<file path="src/core/ccc_pkg.sv">
// package: register map, field positions and bus carrier for ccc
// Operation
// - direction bit 1 makes a channel output compare, 0 input capture
// - overflow toggle bit toggles compare pin on counter wrap; inert in capture
// - channel 7 override beats overflow toggle, which beats forced compare
// - compare action code: 00 off, 01 toggle, 10 low, 11 high
// - nonzero action code makes an output compare pin an output of compare logic
// - action code reaches the pin only while its channel 7 mask bit is clear
// - edge code: 00 off, 01 rising, 10 falling, 11 both edges
// - low edge codes also steer narrow accumulators; channel 0 code steers B
// - eight channel enables gate the eight channel flags onto interrupts
// - overflow interrupt requested only when flag and its enable are set
// - counter reset enable lets channel 7 compare clear the counter
// - with reset enabled, value 0 holds counter at 0; all ones sets no overflow flag
// - three bit prescale code gives divide factors 1 to 128
// - new prescale code adopted only when all prescale stages are zero
// - flag registers clear on written ones, zeros ignored, read anytime
// - fast clear: capture value read or compare value write clears flag
// - fast clear: any counter access clears the overflow flag
// - channel 0 flag also set by accumulator B, flags 3..0 by narrow ones
// - overflow flag set on wrap from all ones; written bit 7 clears it
// - values reset to zero, capture counter, ignore writes in capture mode
// - accumulator A enable cascades narrow 3 and 2 and enables edge flag
// - accumulator A works without timer enable and shares channel 7 input
`default_nettype none
package ccc_pkg;
  localparam logic [7:0] ADDR_DIR      = 8'h40;
  localparam logic [7:0] ADDR_FORCE    = 8'h41;
  localparam logic [7:0] ADDR_MASK7    = 8'h42;
  localparam logic [7:0] ADDR_DATA7    = 8'h43;
  localparam logic [7:0] ADDR_CNT_HI   = 8'h44;
  localparam logic [7:0] ADDR_CNT_LO   = 8'h45;
  localparam logic [7:0] ADDR_SYS1     = 8'h46;
  localparam logic [7:0] ADDR_TOV      = 8'h47;
  localparam logic [7:0] ADDR_OUT_HI   = 8'h48;
  localparam logic [7:0] ADDR_OUT_LO   = 8'h49;
  localparam logic [7:0] ADDR_EDGE_HI  = 8'h4A;
  localparam logic [7:0] ADDR_EDGE_LO  = 8'h4B;
  localparam logic [7:0] ADDR_IRQ_EN   = 8'h4C;
  localparam logic [7:0] ADDR_SYS2     = 8'h4D;
  localparam logic [7:0] ADDR_CFLAG    = 8'h4E;
  localparam logic [7:0] ADDR_OFLAG    = 8'h4F;
  localparam logic [7:0] ADDR_VAL_BASE = 8'h50;
  localparam logic [7:0] ADDR_VAL_LAST = 8'h5F;
  localparam logic [7:0] ADDR_ACCA     = 8'h60;
  // field positions
  localparam int SYS1_TEN_BIT = 7;
  localparam int SYS1_FFC_BIT = 4;
  localparam int SYS2_OVI_BIT = 7;
  localparam int SYS2_CRE_BIT = 3;
  localparam int OFLAG_OVF_BIT = 7;
  localparam int ACCA_EN_BIT = 6;
  localparam logic [7:0] ACCA_RD_MASK = 8'h7F;
  // reset values and counts
  localparam logic [7:0]  RST_BYTE = 8'h00;
  localparam logic [15:0] RST_VAL  = 16'h0000;
  localparam logic [15:0] CNT_MAX  = 16'hFFFF;
  localparam logic [6:0]  PRE_ZERO = 7'h00;
  // compare action codes {mode, level}
  localparam logic [1:0] ACT_OFF  = 2'h0;
  localparam logic [1:0] ACT_TOG  = 2'h1;
  localparam logic [1:0] ACT_LOW  = 2'h2;
  localparam logic [1:0] ACT_HIGH = 2'h3;
  // register bus request carrier
  typedef struct packed {
    logic [7:0] addr;
    logic [7:0] wdata;
    logic       wr;
    logic       rd;
  } ccc_bus_s;
endpackage : ccc_pkg
`default_nettype wire

</file>
<file path="src/core/ccc_prescale.sv">
// prescaler: divide-by-two stages feeding the main counter tick
`default_nettype none
module ccc_prescale (
  input  wire logic       core_clk,
  input  wire logic       rst,
  input  wire logic       run,
  input  wire logic [2:0] sel,
  output logic            tick
);
  logic [6:0] stage_r;
  logic [2:0] sel_act_r;
  logic [6:0] mask;

  // stages count while the timer runs
  always_ff @(posedge core_clk or posedge rst) begin
    if (rst) begin
      stage_r <= ccc_pkg::PRE_ZERO;
    end else if (run) begin
      stage_r <= stage_r + 7'h01;
    end
  end

  // adopting only at all-zero avoids a short first period
  always_ff @(posedge core_clk or posedge rst) begin
    if (rst) begin
      sel_act_r <= 3'h0;
    end else if (stage_r == ccc_pkg::PRE_ZERO) begin
      sel_act_r <= sel;
    end
  end

  // tick once per 2**sel cycles: low sel stages all ones
  assign mask = 7'((8'h01 << sel_act_r) - 8'h01);
  assign tick = run && ((stage_r & mask) == mask);

  property p_sel_hold;
    @(posedge core_clk) disable iff (rst)
    (sel_act_r != $past(sel_act_r)) |-> ($past(stage_r) == 7'h00);
  endproperty
  a_sel_hold: assert property (p_sel_hold)
    else $error("prescale code adopted while stages nonzero");
endmodule : ccc_prescale
`default_nettype wire

</file>
<file path="src/core/ccc_top.sv">
// timer channel control: compare/capture, flags, counter, accumulator A
`default_nettype none
module ccc_top (
  input  wire logic             core_clk,
  input  wire logic             rst,
  input  wire ccc_pkg::ccc_bus_s bus,
  output logic [7:0]            rdata,
  input  wire logic [7:0]       tpin_in,
  output logic [7:0]            tpin_out,
  output logic [7:0]            tpin_oe_n,
  input  wire logic [3:0]       narrow_accum_set,
  input  wire logic             wide_b_set,
  output logic [7:0]            narrow_edge_sel,
  output logic [1:0]            wide_b_edge_sel,
  output logic                  accum_a_enable,
  output logic                  accum_edge_flag_en,
  output logic                  accum_a_pin,
  output logic [7:0]            chan_irq,
  output logic                  ovf_irq
);
  logic [7:0]  dir_r, mask7_r, data7_r, sys1_r, tov_r, ie_r, sys2_r;
  logic [15:0] out_ctl_r, edge_r;
  logic [7:0]  cflag_r, acca_r, pin_r, oe_n_r, prev_r, rdata_r;
  logic [7:0]  chan_irq_r;
  logic        ovf_r, ovf_irq_r;
  logic [15:0] cnt_r;
  logic [15:0] val_r [8];
  logic        tick, reset7, ovf_evt, ovf_clr, ffc;
  logic [7:0]  match, cap, force_w, flag_set, flag_clr, pin_nxt, acc_val;
  logic [7:0]  rdata_nxt, acc_set;
  logic [2:0]  bch;

  // true when the address falls in the channel value window
  function automatic logic is_val(input logic [7:0] a);
    return (a >= ccc_pkg::ADDR_VAL_BASE) && (a <= ccc_pkg::ADDR_VAL_LAST);
  endfunction : is_val

  // pin value after a compare action code
  function automatic logic act_pin(input logic [1:0] c, input logic p);
    case (c)
      ccc_pkg::ACT_TOG:  return ~p;
      ccc_pkg::ACT_LOW:  return 1'b0;
      ccc_pkg::ACT_HIGH: return 1'b1;
      default:           return p;
    endcase
  endfunction : act_pin

  assign bch = bus.addr[3:1];
  assign ffc = sys1_r[ccc_pkg::SYS1_FFC_BIT];
  // accumulator B reaches channel 0, the narrow ones channels 3..0
  assign acc_set = {4'h0, narrow_accum_set} | {7'h00, wide_b_set};

  ccc_prescale u_pre (
    .core_clk (core_clk),
    .rst      (rst),
    .run      (sys1_r[ccc_pkg::SYS1_TEN_BIT]),
    .sel      (sys2_r[2:0]),
    .tick     (tick)
  );

  // channel 7 compare restarts the counter in modulus mode
  assign reset7 = match[7] && sys2_r[ccc_pkg::SYS2_CRE_BIT];
  // a modulus restart from all ones is no wrap
  assign ovf_evt = tick && (cnt_r == ccc_pkg::CNT_MAX) && !reset7;

  // main counter; software writes are ignored in normal operation
  always_ff @(posedge core_clk or posedge rst) begin
    if (rst) begin
      cnt_r <= ccc_pkg::RST_VAL;
    end else if (reset7) begin
      cnt_r <= ccc_pkg::RST_VAL;
    end else if (tick) begin
      cnt_r <= cnt_r + 16'h0001;
    end
  end

  // per-channel compare, capture and pin logic
  for (genvar n = 0; n < 8; n++) begin : g_ch
    logic [1:0] code;
    logic [1:0] edg;
    logic       rise, fall;
    assign code = out_ctl_r[2*n+1:2*n];
    assign edg  = edge_r[2*n+1:2*n];
    assign rise = tpin_in[n] && !prev_r[n];
    assign fall = !tpin_in[n] && prev_r[n];
    assign match[n] = tick && dir_r[n] && (cnt_r == val_r[n]);
    assign cap[n] = !dir_r[n] && ((edg[0] && rise) || (edg[1] && fall));
    assign force_w[n] = bus.wr && (bus.addr == ccc_pkg::ADDR_FORCE)
                        && bus.wdata[n];
    assign acc_val[n] = ffc && is_val(bus.addr) && (bch == n)
                        && ((bus.rd && !dir_r[n]) || (bus.wr && dir_r[n]));

    // override, then overflow toggle, then force, then own compare
    always_comb begin
      pin_nxt[n] = pin_r[n];
      if (match[7] && mask7_r[n] && dir_r[n]) begin
        pin_nxt[n] = data7_r[n];
      end else if (tov_r[n] && dir_r[n] && ovf_evt) begin
        pin_nxt[n] = ~pin_r[n];
      end else if (force_w[n] && dir_r[n] && !mask7_r[n]) begin
        pin_nxt[n] = act_pin(code, pin_r[n]);
      end else if (match[n] && !mask7_r[n]) begin
        pin_nxt[n] = act_pin(code, pin_r[n]);
      end
    end

    // forced action sets no flag; accumulators may also set low flags
    assign flag_set[n] = (match[n] && !force_w[n]) || cap[n]
                         || acc_set[n];

    // value register: capture latch or compare target
    always_ff @(posedge core_clk or posedge rst) begin
      if (rst) begin
        val_r[n] <= ccc_pkg::RST_VAL;
      end else if (cap[n]) begin
        val_r[n] <= cnt_r;
      end else if (bus.wr && is_val(bus.addr) && bch == n && dir_r[n]) begin
        if (bus.addr[0]) begin
          val_r[n][7:0] <= bus.wdata;
        end else begin
          val_r[n][15:8] <= bus.wdata;
        end
      end
    end
  end

  // pin drivers; oe_n low while compare logic owns the pin
  always_ff @(posedge core_clk or posedge rst) begin
    if (rst) begin
      pin_r  <= ccc_pkg::RST_BYTE;
      oe_n_r <= 8'hFF;
      prev_r <= ccc_pkg::RST_BYTE;
    end else begin
      pin_r  <= pin_nxt;
      prev_r <= tpin_in;
      for (int i = 0; i < 8; i++) begin
        oe_n_r[i] <= !(dir_r[i] && (out_ctl_r[2*i+1 +: 1] != 1'b0
                    || out_ctl_r[2*i] || mask7_r[i]));
      end
    end
  end

  // software-written control registers
  always_ff @(posedge core_clk or posedge rst) begin
    if (rst) begin
      dir_r <= ccc_pkg::RST_BYTE;
      mask7_r <= ccc_pkg::RST_BYTE;
      data7_r <= ccc_pkg::RST_BYTE;
      sys1_r <= ccc_pkg::RST_BYTE;
      tov_r <= ccc_pkg::RST_BYTE;
      out_ctl_r <= ccc_pkg::RST_VAL;
      edge_r <= ccc_pkg::RST_VAL;
      ie_r <= ccc_pkg::RST_BYTE;
      sys2_r <= ccc_pkg::RST_BYTE;
      acca_r <= ccc_pkg::RST_BYTE;
    end else if (bus.wr) begin
      if (bus.addr == ccc_pkg::ADDR_DIR) begin
        dir_r <= bus.wdata;
      end else if (bus.addr == ccc_pkg::ADDR_MASK7) begin
        mask7_r <= bus.wdata;
      end else if (bus.addr == ccc_pkg::ADDR_DATA7) begin
        data7_r <= bus.wdata;
      end else if (bus.addr == ccc_pkg::ADDR_SYS1) begin
        sys1_r <= bus.wdata;
      end else if (bus.addr == ccc_pkg::ADDR_TOV) begin
        tov_r <= bus.wdata;
      end else if (bus.addr == ccc_pkg::ADDR_OUT_HI) begin
        out_ctl_r[15:8] <= bus.wdata;
      end else if (bus.addr == ccc_pkg::ADDR_OUT_LO) begin
        out_ctl_r[7:0] <= bus.wdata;
      end else if (bus.addr == ccc_pkg::ADDR_EDGE_HI) begin
        edge_r[15:8] <= bus.wdata;
      end else if (bus.addr == ccc_pkg::ADDR_EDGE_LO) begin
        edge_r[7:0] <= bus.wdata;
      end else if (bus.addr == ccc_pkg::ADDR_IRQ_EN) begin
        ie_r <= bus.wdata;
      end else if (bus.addr == ccc_pkg::ADDR_SYS2) begin
        sys2_r <= bus.wdata;
      end else if (bus.addr == ccc_pkg::ADDR_ACCA) begin
        acca_r <= bus.wdata & ccc_pkg::ACCA_RD_MASK;
      end
    end
  end

  // channel flags: written ones clear, hardware set wins over clear
  assign flag_clr = ((bus.wr && bus.addr == ccc_pkg::ADDR_CFLAG)
                    ? bus.wdata : 8'h00) | acc_val;
  always_ff @(posedge core_clk or posedge rst) begin
    if (rst) begin
      cflag_r <= ccc_pkg::RST_BYTE;
    end else begin
      cflag_r <= (cflag_r & ~flag_clr) | flag_set;
    end
  end

  // overflow flag: cleared by bit 7 write or, with fast clear, any counter access
  assign ovf_clr = (bus.wr && bus.addr == ccc_pkg::ADDR_OFLAG
                   && bus.wdata[ccc_pkg::OFLAG_OVF_BIT])
                   || (ffc && (bus.wr || bus.rd)
                   && (bus.addr == ccc_pkg::ADDR_CNT_HI
                   || bus.addr == ccc_pkg::ADDR_CNT_LO));
  always_ff @(posedge core_clk or posedge rst) begin
    if (rst) begin
      ovf_r <= 1'b0;
    end else if (ovf_evt) begin
      ovf_r <= 1'b1;
    end else if (ovf_clr) begin
      ovf_r <= 1'b0;
    end
  end

  // interrupt requests, one cycle behind the flags
  always_ff @(posedge core_clk or posedge rst) begin
    if (rst) begin
      chan_irq_r <= ccc_pkg::RST_BYTE;
      ovf_irq_r  <= 1'b0;
    end else begin
      chan_irq_r <= cflag_r & ie_r;
      ovf_irq_r  <= ovf_r && sys2_r[ccc_pkg::SYS2_OVI_BIT];
    end
  end

  // read mux; counter bytes are read live, not latched as a word
  always_comb begin
    rdata_nxt = 8'h00;
    if (bus.addr == ccc_pkg::ADDR_DIR) begin
      rdata_nxt = dir_r;
    end else if (bus.addr == ccc_pkg::ADDR_MASK7) begin
      rdata_nxt = mask7_r;
    end else if (bus.addr == ccc_pkg::ADDR_DATA7) begin
      rdata_nxt = data7_r;
    end else if (bus.addr == ccc_pkg::ADDR_CNT_HI) begin
      rdata_nxt = cnt_r[15:8];
    end else if (bus.addr == ccc_pkg::ADDR_CNT_LO) begin
      rdata_nxt = cnt_r[7:0];
    end else if (bus.addr == ccc_pkg::ADDR_SYS1) begin
      rdata_nxt = sys1_r;
    end else if (bus.addr == ccc_pkg::ADDR_TOV) begin
      rdata_nxt = tov_r;
    end else if (bus.addr == ccc_pkg::ADDR_OUT_HI) begin
      rdata_nxt = out_ctl_r[15:8];
    end else if (bus.addr == ccc_pkg::ADDR_OUT_LO) begin
      rdata_nxt = out_ctl_r[7:0];
    end else if (bus.addr == ccc_pkg::ADDR_EDGE_HI) begin
      rdata_nxt = edge_r[15:8];
    end else if (bus.addr == ccc_pkg::ADDR_EDGE_LO) begin
      rdata_nxt = edge_r[7:0];
    end else if (bus.addr == ccc_pkg::ADDR_IRQ_EN) begin
      rdata_nxt = ie_r;
    end else if (bus.addr == ccc_pkg::ADDR_SYS2) begin
      rdata_nxt = sys2_r;
    end else if (bus.addr == ccc_pkg::ADDR_CFLAG) begin
      rdata_nxt = cflag_r;
    end else if (bus.addr == ccc_pkg::ADDR_OFLAG) begin
      rdata_nxt = {ovf_r, 7'h00};
    end else if (is_val(bus.addr)) begin
      rdata_nxt = bus.addr[0] ? val_r[bch][7:0] : val_r[bch][15:8];
    end else if (bus.addr == ccc_pkg::ADDR_ACCA) begin
      rdata_nxt = acca_r & ccc_pkg::ACCA_RD_MASK;
    end
  end

  // read data stands only in the cycle after the strobe
  always_ff @(posedge core_clk or posedge rst) begin
    if (rst) begin
      rdata_r <= ccc_pkg::RST_BYTE;
    end else begin
      rdata_r <= bus.rd ? rdata_nxt : 8'h00;
    end
  end

  assign rdata     = rdata_r;
  assign tpin_out  = pin_r;
  assign tpin_oe_n = oe_n_r;
  assign chan_irq  = chan_irq_r;
  assign ovf_irq   = ovf_irq_r;
  // narrow accumulators and wide B take their edges from low codes
  assign narrow_edge_sel = edge_r[7:0];
  assign wide_b_edge_sel = edge_r[1:0];
  // enable ignores timer enable; cascade and edge flag follow it
  assign accum_a_enable     = acca_r[ccc_pkg::ACCA_EN_BIT];
  assign accum_edge_flag_en = acca_r[ccc_pkg::ACCA_EN_BIT];
  // accumulator A listens on the channel 7 capture pin
  assign accum_a_pin = prev_r[7];

  property p_ovf_set;
    @(posedge core_clk) disable iff (rst)
    (tick && cnt_r == 16'hFFFF && !reset7) |=> ovf_r ##1 1'b1;
  endproperty
  a_ovf_set: assert property (p_ovf_set)
    else $error("overflow flag not set on wrap");

  property p_ovf_irq;
    @(posedge core_clk) disable iff (rst)
    (ovf_r && sys2_r[7]) |=> ovf_irq;
  endproperty
  a_ovf_irq: assert property (p_ovf_irq)
    else $error("overflow interrupt missing");

  property p_chan_irq;
    @(posedge core_clk) disable iff (rst)
    !ie_r[0] |=> !chan_irq[0];
  endproperty
  a_chan_irq: assert property (p_chan_irq)
    else $error("disabled channel raised interrupt");

  property p_hold_zero;
    @(posedge core_clk) disable iff (rst)
    (sys2_r[3] && dir_r[7] && val_r[7] == 16'h0000 && cnt_r == 16'h0000
     && !bus.wr)[*2] |-> cnt_r == 16'h0000 && !ovf_evt;
  endproperty
  a_hold_zero: assert property (p_hold_zero)
    else $error("counter left zero with zero modulus");

  property p_cap_nowrite;
    @(posedge core_clk) disable iff (rst)
    (!dir_r[0] && !cap[0] && bus.wr && bus.addr == 8'h50)
      |=> val_r[0] == $past(val_r[0]);
  endproperty
  a_cap_nowrite: assert property (p_cap_nowrite)
    else $error("capture value accepted a write");

  property p_w1c;
    @(posedge core_clk) disable iff (rst)
    (bus.wr && bus.addr == 8'h4E && bus.wdata[2] && !flag_set[2])
      |=> !cflag_r[2];
  endproperty
  a_w1c: assert property (p_w1c)
    else $error("flag not cleared by written one");

  property p_oe;
    @(posedge core_clk) disable iff (rst)
    (dir_r[1] && out_ctl_r[3:2] != 2'h0) |=> !tpin_oe_n[1];
  endproperty
  a_oe: assert property (p_oe)
    else $error("compare pin not driven");

  property p_clr_low;
    @(posedge core_clk) disable iff (rst)
    (match[1] && !mask7_r[1] && out_ctl_r[3:2] == 2'h2 && !force_w[1]
     && !(tov_r[1] && ovf_evt)) |=> !tpin_out[1];
  endproperty
  a_clr_low: assert property (p_clr_low)
    else $error("clear action did not drive low");

  property p_fast_cnt;
    @(posedge core_clk) disable iff (rst)
    (ffc && bus.rd && bus.addr == 8'h44 && !ovf_evt) |=> !ovf_r;
  endproperty
  a_fast_cnt: assert property (p_fast_cnt)
    else $error("counter read did not clear overflow flag");
endmodule : ccc_top
`default_nettype wire

</file>
<file path="config.mk">
export PLATFORM = sky130hd
export DESIGN_NAME = ccc_top
export DESIGN_NICKNAME = d
export VERILOG_FILES = /design/src/core/ccc_pkg.sv /design/src/core/ccc_prescale.sv /design/src/core/ccc_top.sv
export SDC_FILE = /design/constraint.sdc
export NUM_CORES = 1
export LEC_CHECK = 0
export BUFFER_PORTS_ARGS = -buffer_cell sky130_fd_sc_hd__buf_2
export CELL_PAD_IN_SITES_DETAIL_PLACEMENT = 1
export CELL_PAD_IN_SITES_GLOBAL_PLACEMENT = 1
export CORE_MARGIN = 2
export CORE_UTILIZATION = 45
export CTS_BUF_LIST = sky130_fd_sc_hd__clkbuf_16
export CTS_CLUSTER_DIAMETER = 100
export DETAILED_ROUTE_END_ITERATION = 12
export GPL_TIMING_DRIVEN = 0
export MAX_ROUTING_LAYER = met4
export PLACE_DENSITY = 0.86
export SLEW_MARGIN = 15
export SYNTH_ARGS = -nofsm -noshare
export SYNTH_HDL_FRONTEND = slang
export SYNTH_HIERARCHICAL = 1
export SYNTH_SLANG_ARGS = --single-unit
</file>
<file path="constraint.sdc">
create_clock -name core_clk -period 23.6 [get_ports core_clk]
set_input_delay 0 -clock core_clk [delete_from_list [all_inputs] [get_ports core_clk]]
set_output_delay 0 -clock core_clk [all_outputs]
set_load 0.02 [all_outputs]
</file>
==> flow_summary.json <==
{
  "worstPathArrival_ns": 5.36,
  "cts_resized": 0,
  "die_y_um": 202.3,
  "max_freq_mhz": 204.4,
  "synth.distinct_cells": 89,
  "drive_above_1_share": 0.1759,
  "internal_power_uw": 895.1,
  "hold_path.class": "in -> async",
  "synthArstFlopShare": 1.000,
  "final_common_cell": "nand2_1",
  "layout_common_cells": "nand2_1 (311), dfrtp_1 (291), buf_2 (112), mux2_2 (108), a22oi_1 (104)",
  "clk_latency_ns": 0.57,
  "tns_ns": 0,
  "synth.largest_area_cell": "dfrtp_1",
  "rsz0062_at_grt": "false",
  "swShare": 0.3222,
  "die_x_um": 202.3,
  "finalCritPeriodShare": 0.2073,
  "grt_pass1_wl_mm": 127.1,
  "wl_per_cell_um": 35.46,
  "io_pins": 79,
  "r2r_setup_slack_ns": 18.71,
  "worst_r2r_endpoint": "tpin_out[1]",
  "place_area_mm2": 0.01881,
  "critical_path.max_fanout": 10,
  "root_buffer": "clkbuf_16",
  "ant_nets": 0,
  "cpPeakStageDelay_ns": 1.02,
  "skew_ns": 0.02343,
  "synth_edf_count": 0,
  "cts_hold_buf": 16,
  "dieArea_mm2": 0.04093,
  "worstPathCellList": "or3_1 > ha_1 > nor2b_1 > o21ai_0 > o2111ai_1 > and4b_1 > clkbuf_1 > nand4_1 > o31ai_1 > a221o_1 > nand3_1 > a21oi_1",
  "fill_cells": 4440,
  "min_period_ns": 4.893,
  "ys_ff_latch": 299,
  "synth_top_cell_area_share": 0.4115,
  "r2r_cells": 12,
  "clk_pin_slew_ns": 0.06,
  "yosys-top-cells-area": "dfrtp_1 (41%), mux2_2 (6.9%), nand2_1 (6.6%)",
  "max-cap-violations": 0,
  "ys_seq_area_frac": 0.4234,
  "synth_flop_cell": "dfrtp_1",
  "yosysWarnings": 6,
  "power_density_mw_per_mm2": 65.87,
  "ir_drop_uv": 52.52,
  "cts_buffers": 37,
  "vias": 17110,
  "synth.avg_cell_area_um2": 9.597,
  "clockPowerShare": 0.400,
  "cts_setup_buffers": 0,
  "worstMarginPinSlew_ns": 1.417,
  "slew_headroom": 0.05546,
  "startpoint_type": "flop",
  "drc": 0,
  "cts_tree": "built",
  "outcome": "completed",
  "seqPwrFrac": 0.428,
  "postSynthNetCount": 1891,
  "crit_path_end_kind": "flop",
  "p_leak_uw": 0.009689,
  "grt_pass1_vias": 17520,
  "core-area_mm2": 0.03874,
  "synthesis.area_mm2": 0.01770,
  "num_rows": 72,
  "grt.overflow.total": 0,
  "finalSetupViolCount": 0,
  "switching_power_uw": 425.5,
  "multi_input_area_mm2": 0.009482,
  "cts_max_level": 2,
  "comb_power_share": 0.171,
  "synth_cells": 1844,
  "gp_congestion": 1.062,
  "fin_nets": 2024,
  "antenna_found_initial": 8,
  "path_class": "reg -> reg",
  "seq_area_mm2": 0.007492,
  "r2r_start": "u_pre/sel_act_r[0]",
  "track_usage": 0.4521,
  "via_per_inst": 6.778,
  "cp_slowest_cell": "o31ai_1",
  "cts.sinks": 299,
  "clockBufferDepth": 3,
  "drt-total-wl_mm": 89.53,
  "firstDrtPassIters": 6,
  "hpwl_mm": 65.28,
  "area_growth_pct": 13.28,
  "hold_violations": 0,
  "portBuffers": 75,
  "grt_max_degree": 105,
  "initial_core_util": 0.4568,
  "drtIter0Drc": 2003,
  "finalInstanceArea_mm2": 0.02005,
  "drv_slew": 0,
  "required_ns": 24.07
}
final cells by class:
class,count,share of cell area
antenna,6,0.0007489
buffer,136,0.03064
clock buffer,37,0.04618
clock inverter,26,0.006491
inverter,35,0.006928
multi-input combinational,1374,0.4729
sequential,299,0.3737
tap,518,0.03233
timing repair buffer,94,0.03002
synthesized netlist by cell type, types with 7 or more instances:
cell,instances
nand2_1,311
dfrtp_1,291
mux2_2,108
a22oi_1,104
nor2_1,92
xor2_1,89
o21ai_0,85
clkbuf_1,78
xnor2_1,62
mux2i_1,55
a21oi_1,54
nand3_1,52
buf_2,37
inv_1,34
nand4_1,27
and3_1,24
mux4_2,24
nor3_1,20
nor4_1,20
nand3b_1,17
and2_1,16
o31ai_1,16
a221oi_1,14
ha_1,14
a211oi_1,13
buf_4,13
nor2_2,13
o211ai_1,10
or3_1,10
nor2b_1,9
dfstp_2,8
a31oi_1,7
and4_1,7
buf_1,7
o22ai_1,7
registers in the layout, indices dropped and copies added (netlist names), 16 cells and up:
register and flops:
cnt_r 16, val_r 128, edge_r 16, out_ctl_r 16
cell families (layout without fill, tap and decap cells):
logic type	Yosys count	after routing	synth area share
compound gates	369	369	0.1413
flops	299	299	0.4234
buf+inv	171	328	0.04207
simple gates	653	653	0.1783
other cells	0	6	0
mux	187	187	0.1304
fa+ha+maj	14	14	0.009898
xor+xnor	151	151	0.07473
layer usage:
metal / global-route usage / wire length, um / vias to the layer above
met2: 0.6816 / 40350 / 1047
met3: 0.09126 / 7757 / 386
met4: 0.3433 / 7704 / 0
met5: - / 0 / -
li1: - / - / 6874
met1: 0.5334 / 33720 / 8807
how the worst max path moves through the flow:
stage,startpoint,to,slack (ns),cells after the start
finish,u_pre/sel_act_r[0],tpin_out[1],18.71,12
global route,u_pre/sel_act_r[0],cnt_r[2],18.74,11
CTS,u_pre/sel_act_r[0],tpin_out[4],18.85,12
detailed placement,u_pre/sel_act_r[0],tpin_out[4],18.90,12
global placement,rst,val_r[44],12.20,2
floorplan,rst,acca_r[0],15.64,1
power by group through the flow:
stage | Combinational, uW | Clock, uW | Sequential, uW
after floorplan | 126 | 0 | 560
after global placement | 206 | 0 | 571
after detailed placement | 214 | 0 | 573
after CTS | 217 | 529 | 564
after global routing | 234 | 550 | 567
final | 226 | 529 | 565
stage by stage:
step	instances	total power (uW)	hold slack, ns	setup WS (ns)	util
2_1_floorplan	1844	686.3	-0.1598	15.64	-
3_3_place_gp	2437	777.1	-0.003436	12.20	0.4833
3_5_place_dp	2440	786.3	0.06843	18.90	0.4856
4_1_cts	2519	1310	0.03293	18.85	0.5170
5_1_grt	2525	1351	0.09860	18.74	0.5175
6_report	2525	1321	0.05806	18.71	0.5175
critical path: cells and delay by family, from the launching register on:
kind / cells / cell delay (ns)
flip-flops: 1 / 0.46
AO/OA/AOI/OAI: 5 / 1.70
AND/OR/NAND/NOR: 5 / 1.74
buffers and inverters: 1 / 0.59
adder cells (fa/ha/maj): 1 / 0.30
(Power assumes the default switching activity.)
